$ cat config.mk
export PLATFORM = sky130hd
export DESIGN_NAME = mcp_bank
export DESIGN_NICKNAME = d
export VERILOG_FILES = /design/src/pkg/mcp_pkg.sv /design/src/pkg/mcp_nvm_if.sv /design/src/hdl/mcp_nvm.sv /design/src/hdl/mcp_bank.sv
export SDC_FILE = /design/constraint.sdc
export NUM_CORES = 2
export LEC_CHECK = 0
export BUFFER_PORTS_ARGS = -buffer_cell sky130_fd_sc_hd__buf_2
export CAP_MARGIN = 40
export CORE_ASPECT_RATIO = 0.5
export CORE_MARGIN = 2
export CORE_UTILIZATION = 40
export CTS_CLUSTER_SIZE = 20
export DETAILED_ROUTE_END_ITERATION = 8
export GPL_TIMING_DRIVEN = 0
export SLEW_MARGIN = 15
export SYNTH_ARGS = -nofsm -noshare
export SYNTH_HDL_FRONTEND = slang
export SYNTH_SLANG_ARGS = --single-unit
$ cat constraint.sdc
create_clock -name clock_i -period 14.1 [get_ports clock_i]
set_input_delay 2.115 -clock clock_i [delete_from_list [all_inputs] [get_ports clock_i]]
set_output_delay 2.115 -clock clock_i [all_outputs]
set_load 0.005 [all_outputs]
$ cat src/pkg/mcp_pkg.sv
// Shared constants, types and helpers for the calibration and password bank.
package mcp_pkg;

  // Byte offsets of the bank.
  localparam logic [7:0] SHIFT_ADDR = 8'h8f;
  localparam logic [7:0] RSVD_A_ADDR = 8'h90;
  localparam logic [7:0] SUPPLY_GAIN_ADDR = 8'h92;
  localparam logic [7:0] EXTERNAL_MONITOR_ONE_GAIN_ADDR = 8'h94;
  localparam logic [7:0] EXTERNAL_MONITOR_TWO_GAIN_ADDR = 8'h96;
  localparam logic [7:0] EXTERNAL_MONITOR_THREE_GAIN_ADDR = 8'h98;
  localparam logic [7:0] RSVD_B_ADDR = 8'h9a;
  localparam logic [7:0] SUPPLY_OFFSET_ADDR = 8'ha2;
  localparam logic [7:0] MONITOR_ONE_OFFSET_ADDR = 8'ha4;
  localparam logic [7:0] MONITOR_TWO_OFFSET_ADDR = 8'ha6;
  localparam logic [7:0] MONITOR_THREE_OFFSET_ADDR = 8'ha8;
  localparam logic [7:0] RSVD_C_ADDR = 8'haa;
  localparam logic [7:0] TEMP_OFFSET_ADDR = 8'hae;
  localparam logic [7:0] PW1_ADDR = 8'hb0;
  localparam logic [7:0] PW2_ADDR = 8'hb4;
  localparam logic [7:0] CAL_FIRST = 8'h8f;
  localparam logic [7:0] CAL_LAST = 8'haf;
  localparam logic [7:0] PW_LAST = 8'hb7;

  // Calibration store geometry.
  localparam int MEM_DEPTH = 33;
  localparam logic [5:0] MEM_LAST_IDX = 6'h20;

  // Third-monitor shift field within the shift byte.
  localparam int SHIFT_LSB = 4;
  localparam int SHIFT_MSB = 6;

  // Key that the host folds into the temperature offset word.
  localparam logic [15:0] TEMP_OFFSET_KEY = 16'hbb40;

  // Values after reset.
  localparam logic [7:0] SHIFT_RESET = 8'h00;
  localparam logic [15:0] OFFSET_RESET = 16'h0000;
  localparam logic [7:0] RSVD_RESET = 8'h00;
  localparam logic [15:0] SUPPLY_GAIN_RESET = 16'h8000;
  localparam logic [15:0] MON_GAIN_RESET = 16'h8000;
  localparam logic [15:0] TEMP_OFFSET_RESET = 16'hbb40;
  localparam logic [31:0] PASSWORD_RESET = 32'hffffffff;
  localparam logic [31:0] PWE_RESET = 32'hffffffff;
  localparam logic [7:0] READ_HIDDEN = 8'h00;

  // Measurement channels.
  typedef logic [2:0] chan_t;
  localparam chan_t CH_SUPPLY = 3'h0;
  localparam chan_t CH_EXTERNAL_MONITOR_ONE = 3'h1;
  localparam chan_t CH_EXTERNAL_MONITOR_TWO = 3'h2;
  localparam chan_t CH_EXTERNAL_MONITOR_THREE = 3'h3;
  localparam chan_t CH_TEMP = 3'h4;

  function automatic logic [5:0] cal_index(input logic [7:0] addr);
    logic [7:0] diff;
    diff = addr - CAL_FIRST;
    return diff[5:0];
  endfunction : cal_index

  function automatic logic [7:0] factory_byte(input logic [5:0] idx);
    logic [7:0] addr;
    addr = CAL_FIRST + {2'h0, idx};
    unique case (addr)
      SHIFT_ADDR: return SHIFT_RESET;
      SUPPLY_GAIN_ADDR: return SUPPLY_GAIN_RESET[15:8];
      SUPPLY_GAIN_ADDR + 8'h01: return SUPPLY_GAIN_RESET[7:0];
      EXTERNAL_MONITOR_ONE_GAIN_ADDR, EXTERNAL_MONITOR_TWO_GAIN_ADDR, EXTERNAL_MONITOR_THREE_GAIN_ADDR:
        return MON_GAIN_RESET[15:8];
      EXTERNAL_MONITOR_ONE_GAIN_ADDR + 8'h01, EXTERNAL_MONITOR_TWO_GAIN_ADDR + 8'h01,
      EXTERNAL_MONITOR_THREE_GAIN_ADDR + 8'h01: return MON_GAIN_RESET[7:0];
      SUPPLY_OFFSET_ADDR, MONITOR_ONE_OFFSET_ADDR, MONITOR_TWO_OFFSET_ADDR,
      MONITOR_THREE_OFFSET_ADDR: return OFFSET_RESET[15:8];
      TEMP_OFFSET_ADDR: return TEMP_OFFSET_RESET[15:8];
      TEMP_OFFSET_ADDR + 8'h01: return TEMP_OFFSET_RESET[7:0];
      default: return RSVD_RESET;
    endcase
  endfunction : factory_byte

  // Replaces one byte of a word; byte 0 is the most significant.
  function automatic logic [31:0] put_byte(input logic [31:0] word,
                                           input logic [1:0] lane,
                                           input logic [7:0] data);
    logic [31:0] res;
    res = word;
    unique case (lane)
      2'h0: res[31:24] = data;
      2'h1: res[23:16] = data;
      2'h2: res[15:8] = data;
      2'h3: res[7:0] = data;
    endcase
    return res;
  endfunction : put_byte

endpackage : mcp_pkg

$ cat src/pkg/mcp_nvm_if.sv
// Connection between the bank controller and its calibration store.
`timescale 1ns/1ps
interface mcp_nvm_if;
  logic wr_en;
  logic [5:0] wr_idx;
  logic [7:0] wr_data;
  logic [5:0] rd_idx;
  logic [7:0] rd_data;
  logic [5:0] cal_idx;
  logic [15:0] cal_word;
  modport store (
    input wr_en, wr_idx, wr_data, rd_idx, cal_idx,
    output rd_data, cal_word
  );
  modport user (
    output wr_en, wr_idx, wr_data, rd_idx, cal_idx,
    input rd_data, cal_word
  );
endinterface : mcp_nvm_if

$ cat src/hdl/mcp_nvm.sv
// Calibration byte store with a byte read port and a word read port.
`timescale 1ns/1ps
module mcp_nvm (
  // Clock and reset
  input wire logic clock_i,
  input wire logic rst_i,
  // Controller side
  mcp_nvm_if.store port
);
  import mcp_pkg::*;

  logic [7:0] mem_r [MEM_DEPTH];

  // Reset stands in for the factory content being reloaded at power-on.
  always_ff @(posedge clock_i or posedge rst_i) begin
    if (rst_i) begin
      for (int i = 0; i < MEM_DEPTH; i++) begin
        mem_r[i] <= factory_byte(6'(i));
      end
    end else if (port.wr_en && port.wr_idx <= MEM_LAST_IDX) begin
      mem_r[port.wr_idx] <= port.wr_data;
    end
  end

  always_ff @(posedge clock_i or posedge rst_i) begin
    if (rst_i) begin
      port.rd_data <= 8'h00;
    end else if (port.rd_idx <= MEM_LAST_IDX) begin
      port.rd_data <= mem_r[port.rd_idx];
    end else begin
      port.rd_data <= 8'h00;
    end
  end

  // Word reads are high byte first; the last byte has no partner.
  always_ff @(posedge clock_i or posedge rst_i) begin
    if (rst_i) begin
      port.cal_word <= 16'h0000;
    end else if (port.cal_idx < MEM_LAST_IDX) begin
      port.cal_word <= {mem_r[port.cal_idx], mem_r[port.cal_idx + 6'h01]};
    end else begin
      port.cal_word <= 16'h0000;
    end
  end

endmodule : mcp_nvm

$ cat src/hdl/mcp_bank.sv
// Monitor calibration and two-level password bank with measurement path.
`timescale 1ns/1ps
// What this block does
// - Third-monitor result is right-shifted by bits 6:4 of the shift byte.
// - Bytes 90h-91h, 9Ah-A1h, AAh-ADh are plain storage, reset zero.
// - Supply gain word at 92h, high byte first, scales supply readings.
// - Monitor gain words at 94h, 96h, 98h scale the three monitors.
// - Signed supply offset at A2h, weights 2^15..2^2, default zero.
// - Signed monitor offsets at A4h, A6h, A8h, same format, zero.
// - Signed temperature offset at AEh, weights 2^8..2^-6, added.
// - First-level access while entry value equals password at B0h.
// - Second-level access while entry value equals password at B4h.
// - Entry value resets to all ones.
// - All-ones second password grants access from reset without entry.
// - Password bytes always read as 00h.
// - Passwords reset to all ones, writable only with second-level access.
// - Calibration bytes readable and writable only with second-level access.
module mcp_bank (
  // Clock and reset
  input wire logic clock_i,
  input wire logic rst_i,
  // Byte register port from the serial engine
  input wire logic [7:0] reg_addr_i,
  input wire logic [7:0] reg_wdata_i,
  input wire logic reg_wr_i,
  input wire logic reg_rd_i,
  output logic [7:0] reg_rdata_o,
  output logic reg_ack_o,
  output logic reg_denied_o,
  // Password entry and access levels
  input wire logic pwe_wr_i,
  input wire logic [31:0] password_entry_value_i,
  output logic first_level_access_o,
  output logic second_level_access_o,
  // Measurement path
  input wire logic meas_start_i,
  input wire mcp_pkg::chan_t meas_chan_i,
  input wire logic [15:0] meas_raw_i,
  output logic meas_busy_o,
  output logic meas_done_o,
  output logic [15:0] meas_result_o
);
  import mcp_pkg::*;

  typedef enum logic [2:0] {
    M_IDLE,
    M_GAIN,
    M_OFFSET,
    M_SHIFT,
    M_DONE
  } mcp_meas_e;

  mcp_nvm_if nvm ();

  mcp_nvm u_nvm (
    .clock_i (clock_i),
    .rst_i (rst_i),
    .port (nvm.store)
  );

  // Password state.
  logic [31:0] pwe_r;
  logic [31:0] pw1_r;
  logic [31:0] pw2_r;
  logic first_ok;
  logic second_ok;

  // Register port decode.
  logic cal_hit;
  logic pw_hit;
  logic req;
  logic granted;
  logic wr_ok;

  // Read pipeline.
  logic req_pend_r;
  logic rd_pend_r;
  logic rd_mem_r;
  logic denied_pend_r;

  // Measurement state.
  mcp_meas_e state_r;
  chan_t chan_r;
  logic [15:0] raw_r;
  logic [15:0] gain_r;
  logic [15:0] offset_r;
  logic [15:0] volt_res;
  logic [15:0] temp_res;
  logic [15:0] result_nxt;

  // Volatile entry value; it powers up as all ones. A host loads it to
  // unlock a level, and it is never kept across a reset.
  always_ff @(posedge clock_i or posedge rst_i) begin
    if (rst_i) begin
      pwe_r <= PWE_RESET;
    end else if (pwe_wr_i) begin
      pwe_r <= password_entry_value_i;
    end
  end

  // Levels follow the stored words at once, so a freshly written second
  // password can lock out the very host that wrote it.
  always_comb begin
    first_ok = (pwe_r == pw1_r);
    second_ok = (pwe_r == pw2_r);
  end

  assign first_level_access_o = first_ok;
  assign second_level_access_o = second_ok;

  // Address decode for the byte port; both password words sit just above
  // the calibration bytes, so the two ranges meet without a gap.
  always_comb begin
    cal_hit = (reg_addr_i >= CAL_FIRST) && (reg_addr_i <= CAL_LAST);
    pw_hit = (reg_addr_i >= PW1_ADDR) && (reg_addr_i <= PW_LAST);
    req = reg_wr_i || reg_rd_i;
    granted = second_ok && (cal_hit || pw_hit);
    wr_ok = reg_wr_i && granted;
  end

  // Reserved bytes are stored like any other calibration byte. Each byte
  // lands on its own, so a measurement started between the two halves of
  // a word uses the half-updated word; hosts should not rely on it.
  assign nvm.wr_en = wr_ok && cal_hit;
  assign nvm.wr_idx = cal_index(reg_addr_i);
  assign nvm.wr_data = reg_wdata_i;
  assign nvm.rd_idx = cal_index(reg_addr_i);

  // Stored passwords; bit 2 of the address picks the word, the low two
  // bits the byte, most significant byte at the lowest address. Like the
  // store, they take their factory value at every reset, so this model
  // does not carry host writes across a power cycle.
  always_ff @(posedge clock_i or posedge rst_i) begin
    if (rst_i) begin
      pw1_r <= PASSWORD_RESET;
      pw2_r <= PASSWORD_RESET;
    end else if (wr_ok && pw_hit) begin
      if (reg_addr_i[2]) begin
        pw2_r <= put_byte(pw2_r, reg_addr_i[1:0], reg_wdata_i);
      end else begin
        pw1_r <= put_byte(pw1_r, reg_addr_i[1:0], reg_wdata_i);
      end
    end
  end

  // First stage: remember what kind of answer is owed. Every strobe gets
  // an answer, even outside the bank, so a host never waits on a dead
  // address; the access check uses the level of the strobe's own cycle.
  always_ff @(posedge clock_i or posedge rst_i) begin
    if (rst_i) begin
      req_pend_r <= 1'b0;
      rd_pend_r <= 1'b0;
      rd_mem_r <= 1'b0;
      denied_pend_r <= 1'b0;
    end else begin
      req_pend_r <= req;
      rd_pend_r <= reg_rd_i;
      rd_mem_r <= reg_rd_i && second_ok && cal_hit;
      denied_pend_r <= req && !granted;
    end
  end

  // Second stage: the store's registered data is ready, so present it.
  // Password bytes never reach this mux, they always read as zero.
  always_ff @(posedge clock_i or posedge rst_i) begin
    if (rst_i) begin
      reg_rdata_o <= 8'h00;
      reg_ack_o <= 1'b0;
      reg_denied_o <= 1'b0;
    end else begin
      reg_ack_o <= req_pend_r;
      reg_denied_o <= denied_pend_r;
      if (rd_pend_r) begin
        reg_rdata_o <= rd_mem_r ? nvm.rd_data : READ_HIDDEN;
      end
    end
  end

  // Calibration word addressed in each measurement step; its data arrives
  // one cycle later, in the following state.
  always_comb begin
    unique case (state_r)
      M_GAIN: begin
        unique case (chan_r)
          CH_EXTERNAL_MONITOR_ONE: nvm.cal_idx = cal_index(EXTERNAL_MONITOR_ONE_GAIN_ADDR);
          CH_EXTERNAL_MONITOR_TWO: nvm.cal_idx = cal_index(EXTERNAL_MONITOR_TWO_GAIN_ADDR);
          CH_EXTERNAL_MONITOR_THREE: nvm.cal_idx = cal_index(EXTERNAL_MONITOR_THREE_GAIN_ADDR);
          default: nvm.cal_idx = cal_index(SUPPLY_GAIN_ADDR);
        endcase
      end
      M_OFFSET: begin
        unique case (chan_r)
          CH_EXTERNAL_MONITOR_ONE: nvm.cal_idx = cal_index(MONITOR_ONE_OFFSET_ADDR);
          CH_EXTERNAL_MONITOR_TWO: nvm.cal_idx = cal_index(MONITOR_TWO_OFFSET_ADDR);
          CH_EXTERNAL_MONITOR_THREE: nvm.cal_idx = cal_index(MONITOR_THREE_OFFSET_ADDR);
          CH_TEMP: nvm.cal_idx = cal_index(TEMP_OFFSET_ADDR);
          default: nvm.cal_idx = cal_index(SUPPLY_OFFSET_ADDR);
        endcase
      end
      default: nvm.cal_idx = cal_index(SHIFT_ADDR);
    endcase
  end

  // Voltage channels: gain, then offset, clamped to the unsigned range.
  // The shift byte is on the word port by the final step, so the third
  // monitor's shift amount is taken from there.
  always_comb begin
    logic [31:0] prod;
    logic [18:0] sum;
    logic [15:0] clamped;
    logic [7:0] shift_byte;
    logic [2:0] shift_amt;
    prod = raw_r * gain_r;
    // Offset bits 13:0 carry weights 2^15..2^2, so the word times four
    // lines it up with the gained reading; only the offset's sign bit extends, the reading is zero-extended.
    sum = {3'h0, prod[31:16]} + {offset_r[15], offset_r, 2'h0};
    clamped = sum[15:0];
    shift_byte = nvm.cal_word[15:8];
    shift_amt = shift_byte[SHIFT_MSB:SHIFT_LSB];
    if (sum[18]) begin
      clamped = 16'h0000;
    end else if (sum[17:16] != 2'h0) begin
      clamped = 16'hffff;
    end
    volt_res = clamped;
    if (chan_r == CH_EXTERNAL_MONITOR_THREE) begin
      volt_res = clamped >> shift_amt;
    end
  end

  // Temperature takes no gain. The stored word still carries the host's
  // key, which is undone here, and the sum saturates rather than wraps.
  always_comb begin
    logic [15:0] toff;
    logic [16:0] tsum;
    toff = offset_r ^ TEMP_OFFSET_KEY;
    tsum = {raw_r[15], raw_r} + {toff[15], toff};
    temp_res = tsum[15:0];
    if (tsum[16] != tsum[15]) begin
      temp_res = tsum[16] ? 16'h8000 : 16'h7fff;
    end
  end

  // Codes above the temperature channel pass the raw word through, which
  // lets a host see a conversion with no calibration applied.
  always_comb begin
    unique case (chan_r)
      CH_SUPPLY, CH_EXTERNAL_MONITOR_ONE, CH_EXTERNAL_MONITOR_TWO: result_nxt = volt_res;
      CH_EXTERNAL_MONITOR_THREE: result_nxt = volt_res;
      CH_TEMP: result_nxt = temp_res;
      default: result_nxt = raw_r;
    endcase
  end

  // Measurement sequencer; a start while busy is ignored. Each word is read
  // from the store one step after its index is set, so a calibration
  // write during a run may or may not be seen by that run.
  always_ff @(posedge clock_i or posedge rst_i) begin
    if (rst_i) begin
      state_r <= M_IDLE;
      chan_r <= CH_SUPPLY;
      raw_r <= 16'h0000;
      gain_r <= 16'h0000;
      offset_r <= 16'h0000;
    end else begin
      unique case (state_r)
        M_IDLE: begin
          if (meas_start_i) begin
            chan_r <= meas_chan_i;
            raw_r <= meas_raw_i;
            state_r <= M_GAIN;
          end
        end
        M_GAIN: state_r <= M_OFFSET;
        M_OFFSET: begin
          gain_r <= nvm.cal_word;
          state_r <= M_SHIFT;
        end
        M_SHIFT: begin
          offset_r <= nvm.cal_word;
          state_r <= M_DONE;
        end
        M_DONE: state_r <= M_IDLE;
      endcase
    end
  end

  // Done and the result move together, so a reader may take the result
  // on the pulse itself.
  always_ff @(posedge clock_i or posedge rst_i) begin
    if (rst_i) begin
      meas_result_o <= 16'h0000;
      meas_done_o <= 1'b0;
    end else begin
      meas_done_o <= (state_r == M_DONE);
      if (state_r == M_DONE) begin
        meas_result_o <= result_nxt;
      end
    end
  end

  // Busy covers the whole run, so a start is refused until done rises.
  assign meas_busy_o = (state_r != M_IDLE);

endmodule : mcp_bank

==> flow_summary_export.csv <==
group,metric,value,unit
cts,number_of_setup_buffers_added_after_cts,0,
timing,period_share,75.4,%
critical_path,cp_data_arrival_time,11.13,ns
run,drv.max_cap_violation_count,0,
critical_path,crit_type,"reg -> reg",
placed_design,hpwl,85600,um
timing,max_slew.worst_pin.slew,0.970,ns
global_route,groute.usage.overall,26.8,%
drt,drt-initial-drc-count,2659,
cts,cts.root.buffer_cell,"clkbuf_16",
cts,htree_levels,2,
layout,layout.cells.most_common,"mux2_2",
placed_design,numPortBuffers,101,
min_path,min_path_cells,0,
layout,drive_above_1_share,24.0,%
timing,final_critical_path_setup_slack,3.47,ns
layout,finalNetCount,3694,
timing,fin_crit,10.63,ns
layout,fin_area,0.0368,sq mm
drt,drt_wl_total,112000,um
logic_synthesis,synthArstFlopShare,100,%
global_route,grt_overflow_total,0,
critical_path,critical_path.max_stage_delay,0.64,ns
critical_path,cp_top_family,"compound AO/OA/AOI/OAI gates",
floorplanning,die_height,206,um
critical_path,crit_path_frequent_cell,"fa_1",
placed_design,preCtsSetupSlack,3.52,ns
layout,fillCellCount,7727,
floorplanning,initial_utilization,40.2,%
layout,flow.area_growth_from_synthesis,12.6,%
min_path,critical_hold_path_startpoint,"req_pend_r",
layout,layout_common_cells,"369 x mux2_2, 362 x dfrtp_1, 331 x nand2_1, 269 x inv_1, 195 x fa_1",
cts,cts_buffer_depth,3,
min_path,min_to,"reg_ack_o",
drt,wl_per_cell,25.3,um
critical_path,cp_slowest_cell,"clkbuf_1",
timing,finalMaxSlewViolations,0,
critical_path,ff2ff_setup_slack,3.47,ns
cts,path_clk_slew,0.06,ns
status,run_status,"finished clean",
floorplanning,ios,103,
cts,cts_resized,0,
logic_synthesis,synth_cells,3101,
critical_path,critPathRequiredTime,14.60,ns
logic_synthesis,syn-mean-instance-area,10.5,sq um
placed_design,routabilityCongestion,0.996,
global_route,first_pass_grt_wire_length,169000,um
logic_synthesis,synthesis.yosys.warnings,0,
floorplanning,fp-row-count,74,
critical_path,cp_num_buf_inv,6,
logic_synthesis,synth_nets,3507,
logic_synthesis,commonest_register_cell_after_synthesis,"dfrtp_1",
drt,num_vias,25800,
floorplanning,die_area,0.0842,sq mm
cts,cts_made_buffers,49,
global_route,grt_max_degree,40,
logic_synthesis,count_of_cell_types_in_the_netlist,82,
timing,setup-tns-final,0,ns
critical_path,timing.critical_path.from_type,"flop",
logic_synthesis,ys_ff_latch,469,
critical_path,critical_path_peak_fanout,10,
cts,clock_sink_count,469,
global_route,grt_antenna_before_repair,2,
drt,ant_nets,0,
critical_path,rr_startpoint,"raw_r[8]",
timing,clock-skew-final,0.0279,ns
layout,final_core_util,45.3,%
timing,hold_viol,0,
min_path,hold_path_class,"reg -> reg",
global_route,via_count_of_the_first_global_routing_pass,26200,
timing,timing.final.setup_violations,0,
cts,tritoncts,"built",
drt,initial_drt_pass_iterations,6,
floorplanning,core_area,0.0813,sq mm
cts,cts_hold_repair.buffers,0,
cts,clk-insertion-delay-late,0.63,ns
critical_path,crit_path_end_kind,"flop",
placed_design,placedInstanceArea,0.0350,sq mm
drt,drt_drc_violations_left,0,
critical_path,worst_r2r_path_depth,31,
logic_synthesis,synth_enable_flop_cells,0,
critical_path,destination_of_the_worst_register_to_register_timing_path,"meas_result_o[13]",
drt,routed_via_density,5.83,
logic_synthesis,synth.yosys.seq_area_share,36.3,%
layout,antenna_cells_inserted,0,
logic_synthesis,mappedNetlistArea,0.0327,sq mm
floorplanning,chipWidth,408,um
timing,achievable-frequency,0.0940,GHz
timing,unrepaired_setup_endpoints_after_global_routing,"false",
timing,max-slew-margin-rel,35.3,%
## cell families (layout without fill, tap and decap cells)
kind of cell / Yosys count / in the layout / share of synthesized area, %
flip-flops: 469 / 469 / 36.3
buffers and inverters: 454 / 682 / 5.65
AO/OA/AOI/OAI: 535 / 535 / 10.7
multiplexers: 431 / 431 / 15.8
XOR/XNOR: 108 / 108 / 2.89
AND/OR/NAND/NOR: 771 / 771 / 11.5
adder cells (fa/ha/maj): 333 / 333 / 17.2
## metrics by stage
| stage | instances | hold WS, ns |
|---|---|---|
| detailed placement | 4336 | 0.344 |
| global route | 4431 | 0.368 |
| global placement | 4304 | 0.340 |
| finish | 4431 | 0.365 |
| CTS | 4428 | 0.365 |
| floorplan | 3101 | 0.331 |
## state kept, by name, summed over array words and instances, names as in the netlist
signal	count
u_nvm.port.rd_data	8
rd_pend_r	1
meas_done_o	1
denied_pend_r	1
reg_rdata_o	8
chan_r	3
gain_r	16
u_nvm.mem_r	264
pw1_r	32
state_r	3
pwe_r	32
rd_mem_r	1
u_nvm.port.cal_word	16
offset_r	16
req_pend_r	1
meas_result_o	16
pw2_r	32
raw_r	16
reg_denied_o	1
reg_ack_o	1
## worst max path at each step
stage,from,endpoint,slack [ns],cells past startpoint
final,raw_r[8],meas_result_o[13],3.47,31
after global routing,raw_r[7],meas_result_o[15],2.95,35
after CTS,raw_r[8],meas_result_o[0],3.50,31
after detailed placement,raw_r[8],meas_result_o[0],3.52,31
after global placement,rst_i,meas_result_o[9],2.97,2
after floorplan,rst_i,chan_r[0],5.72,1
## Yosys cell counts, drive strengths merged, types with 9 or more instances
library cell  instances  area (sq um)
nand2               359          1420
mux2                380          4290
clkbuf              148           556
nor3                 34           204
a21o                 13          97.6
nand4                15           100
and3                 24           154
inv                 271          1020
dfrtp               362          9060
mux2i                21           210
nor2                103           394
dfstp               107          2810
nand2b               13          81.3
o22ai               136           851
ha                  138          1730
nand3                39           215
buf                  27           123
a21oi                89           453
xnor2                56           490
o221ai               12           105
and2                118           738
fa                  195          3900
a2111oi               9          78.8
o22a                  9          78.8
mux4                 30           676
o211ai               50           375
a31oi                 9          56.3
o21ai               101           505
xor2                 52           455
a211oi               30           225
nor4                 36           225
## layout make-up
cell class              instances  area (sq um)  area share [%]
plain buffers                 180           818            2.22
clock buffers                  68          1390            3.77
clock inverters                24           380            1.03
inverters                     274          1030            2.80
multi-input cells            2178         19000            51.6
flip-flops and latches        469         11900            32.2
well taps                    1102          1380            3.74
repair buffers                136           975            2.65
## metal layers
metal	wire, um	up-vias	track usage [%]
met3	8900	310	4.32
met2	51200	1257	43.5
met4	5510	0	12.2
met5	0	-	0
li1	-	11200	-
met1	46700	13100	35.6
## worst register-to-register path, delay by kind of cell, from the launching register on
kind            cells  cell delay (ns)
flops               1             0.44
fa+ha+maj           8             3.59
buf+inv             6             1.62
simple gates        5             0.99
compound gates     12             3.86
Power is left out: the tool's default activity adds up to more than one toggle a clock period on the data nets, which glitch-free logic cannot reach.
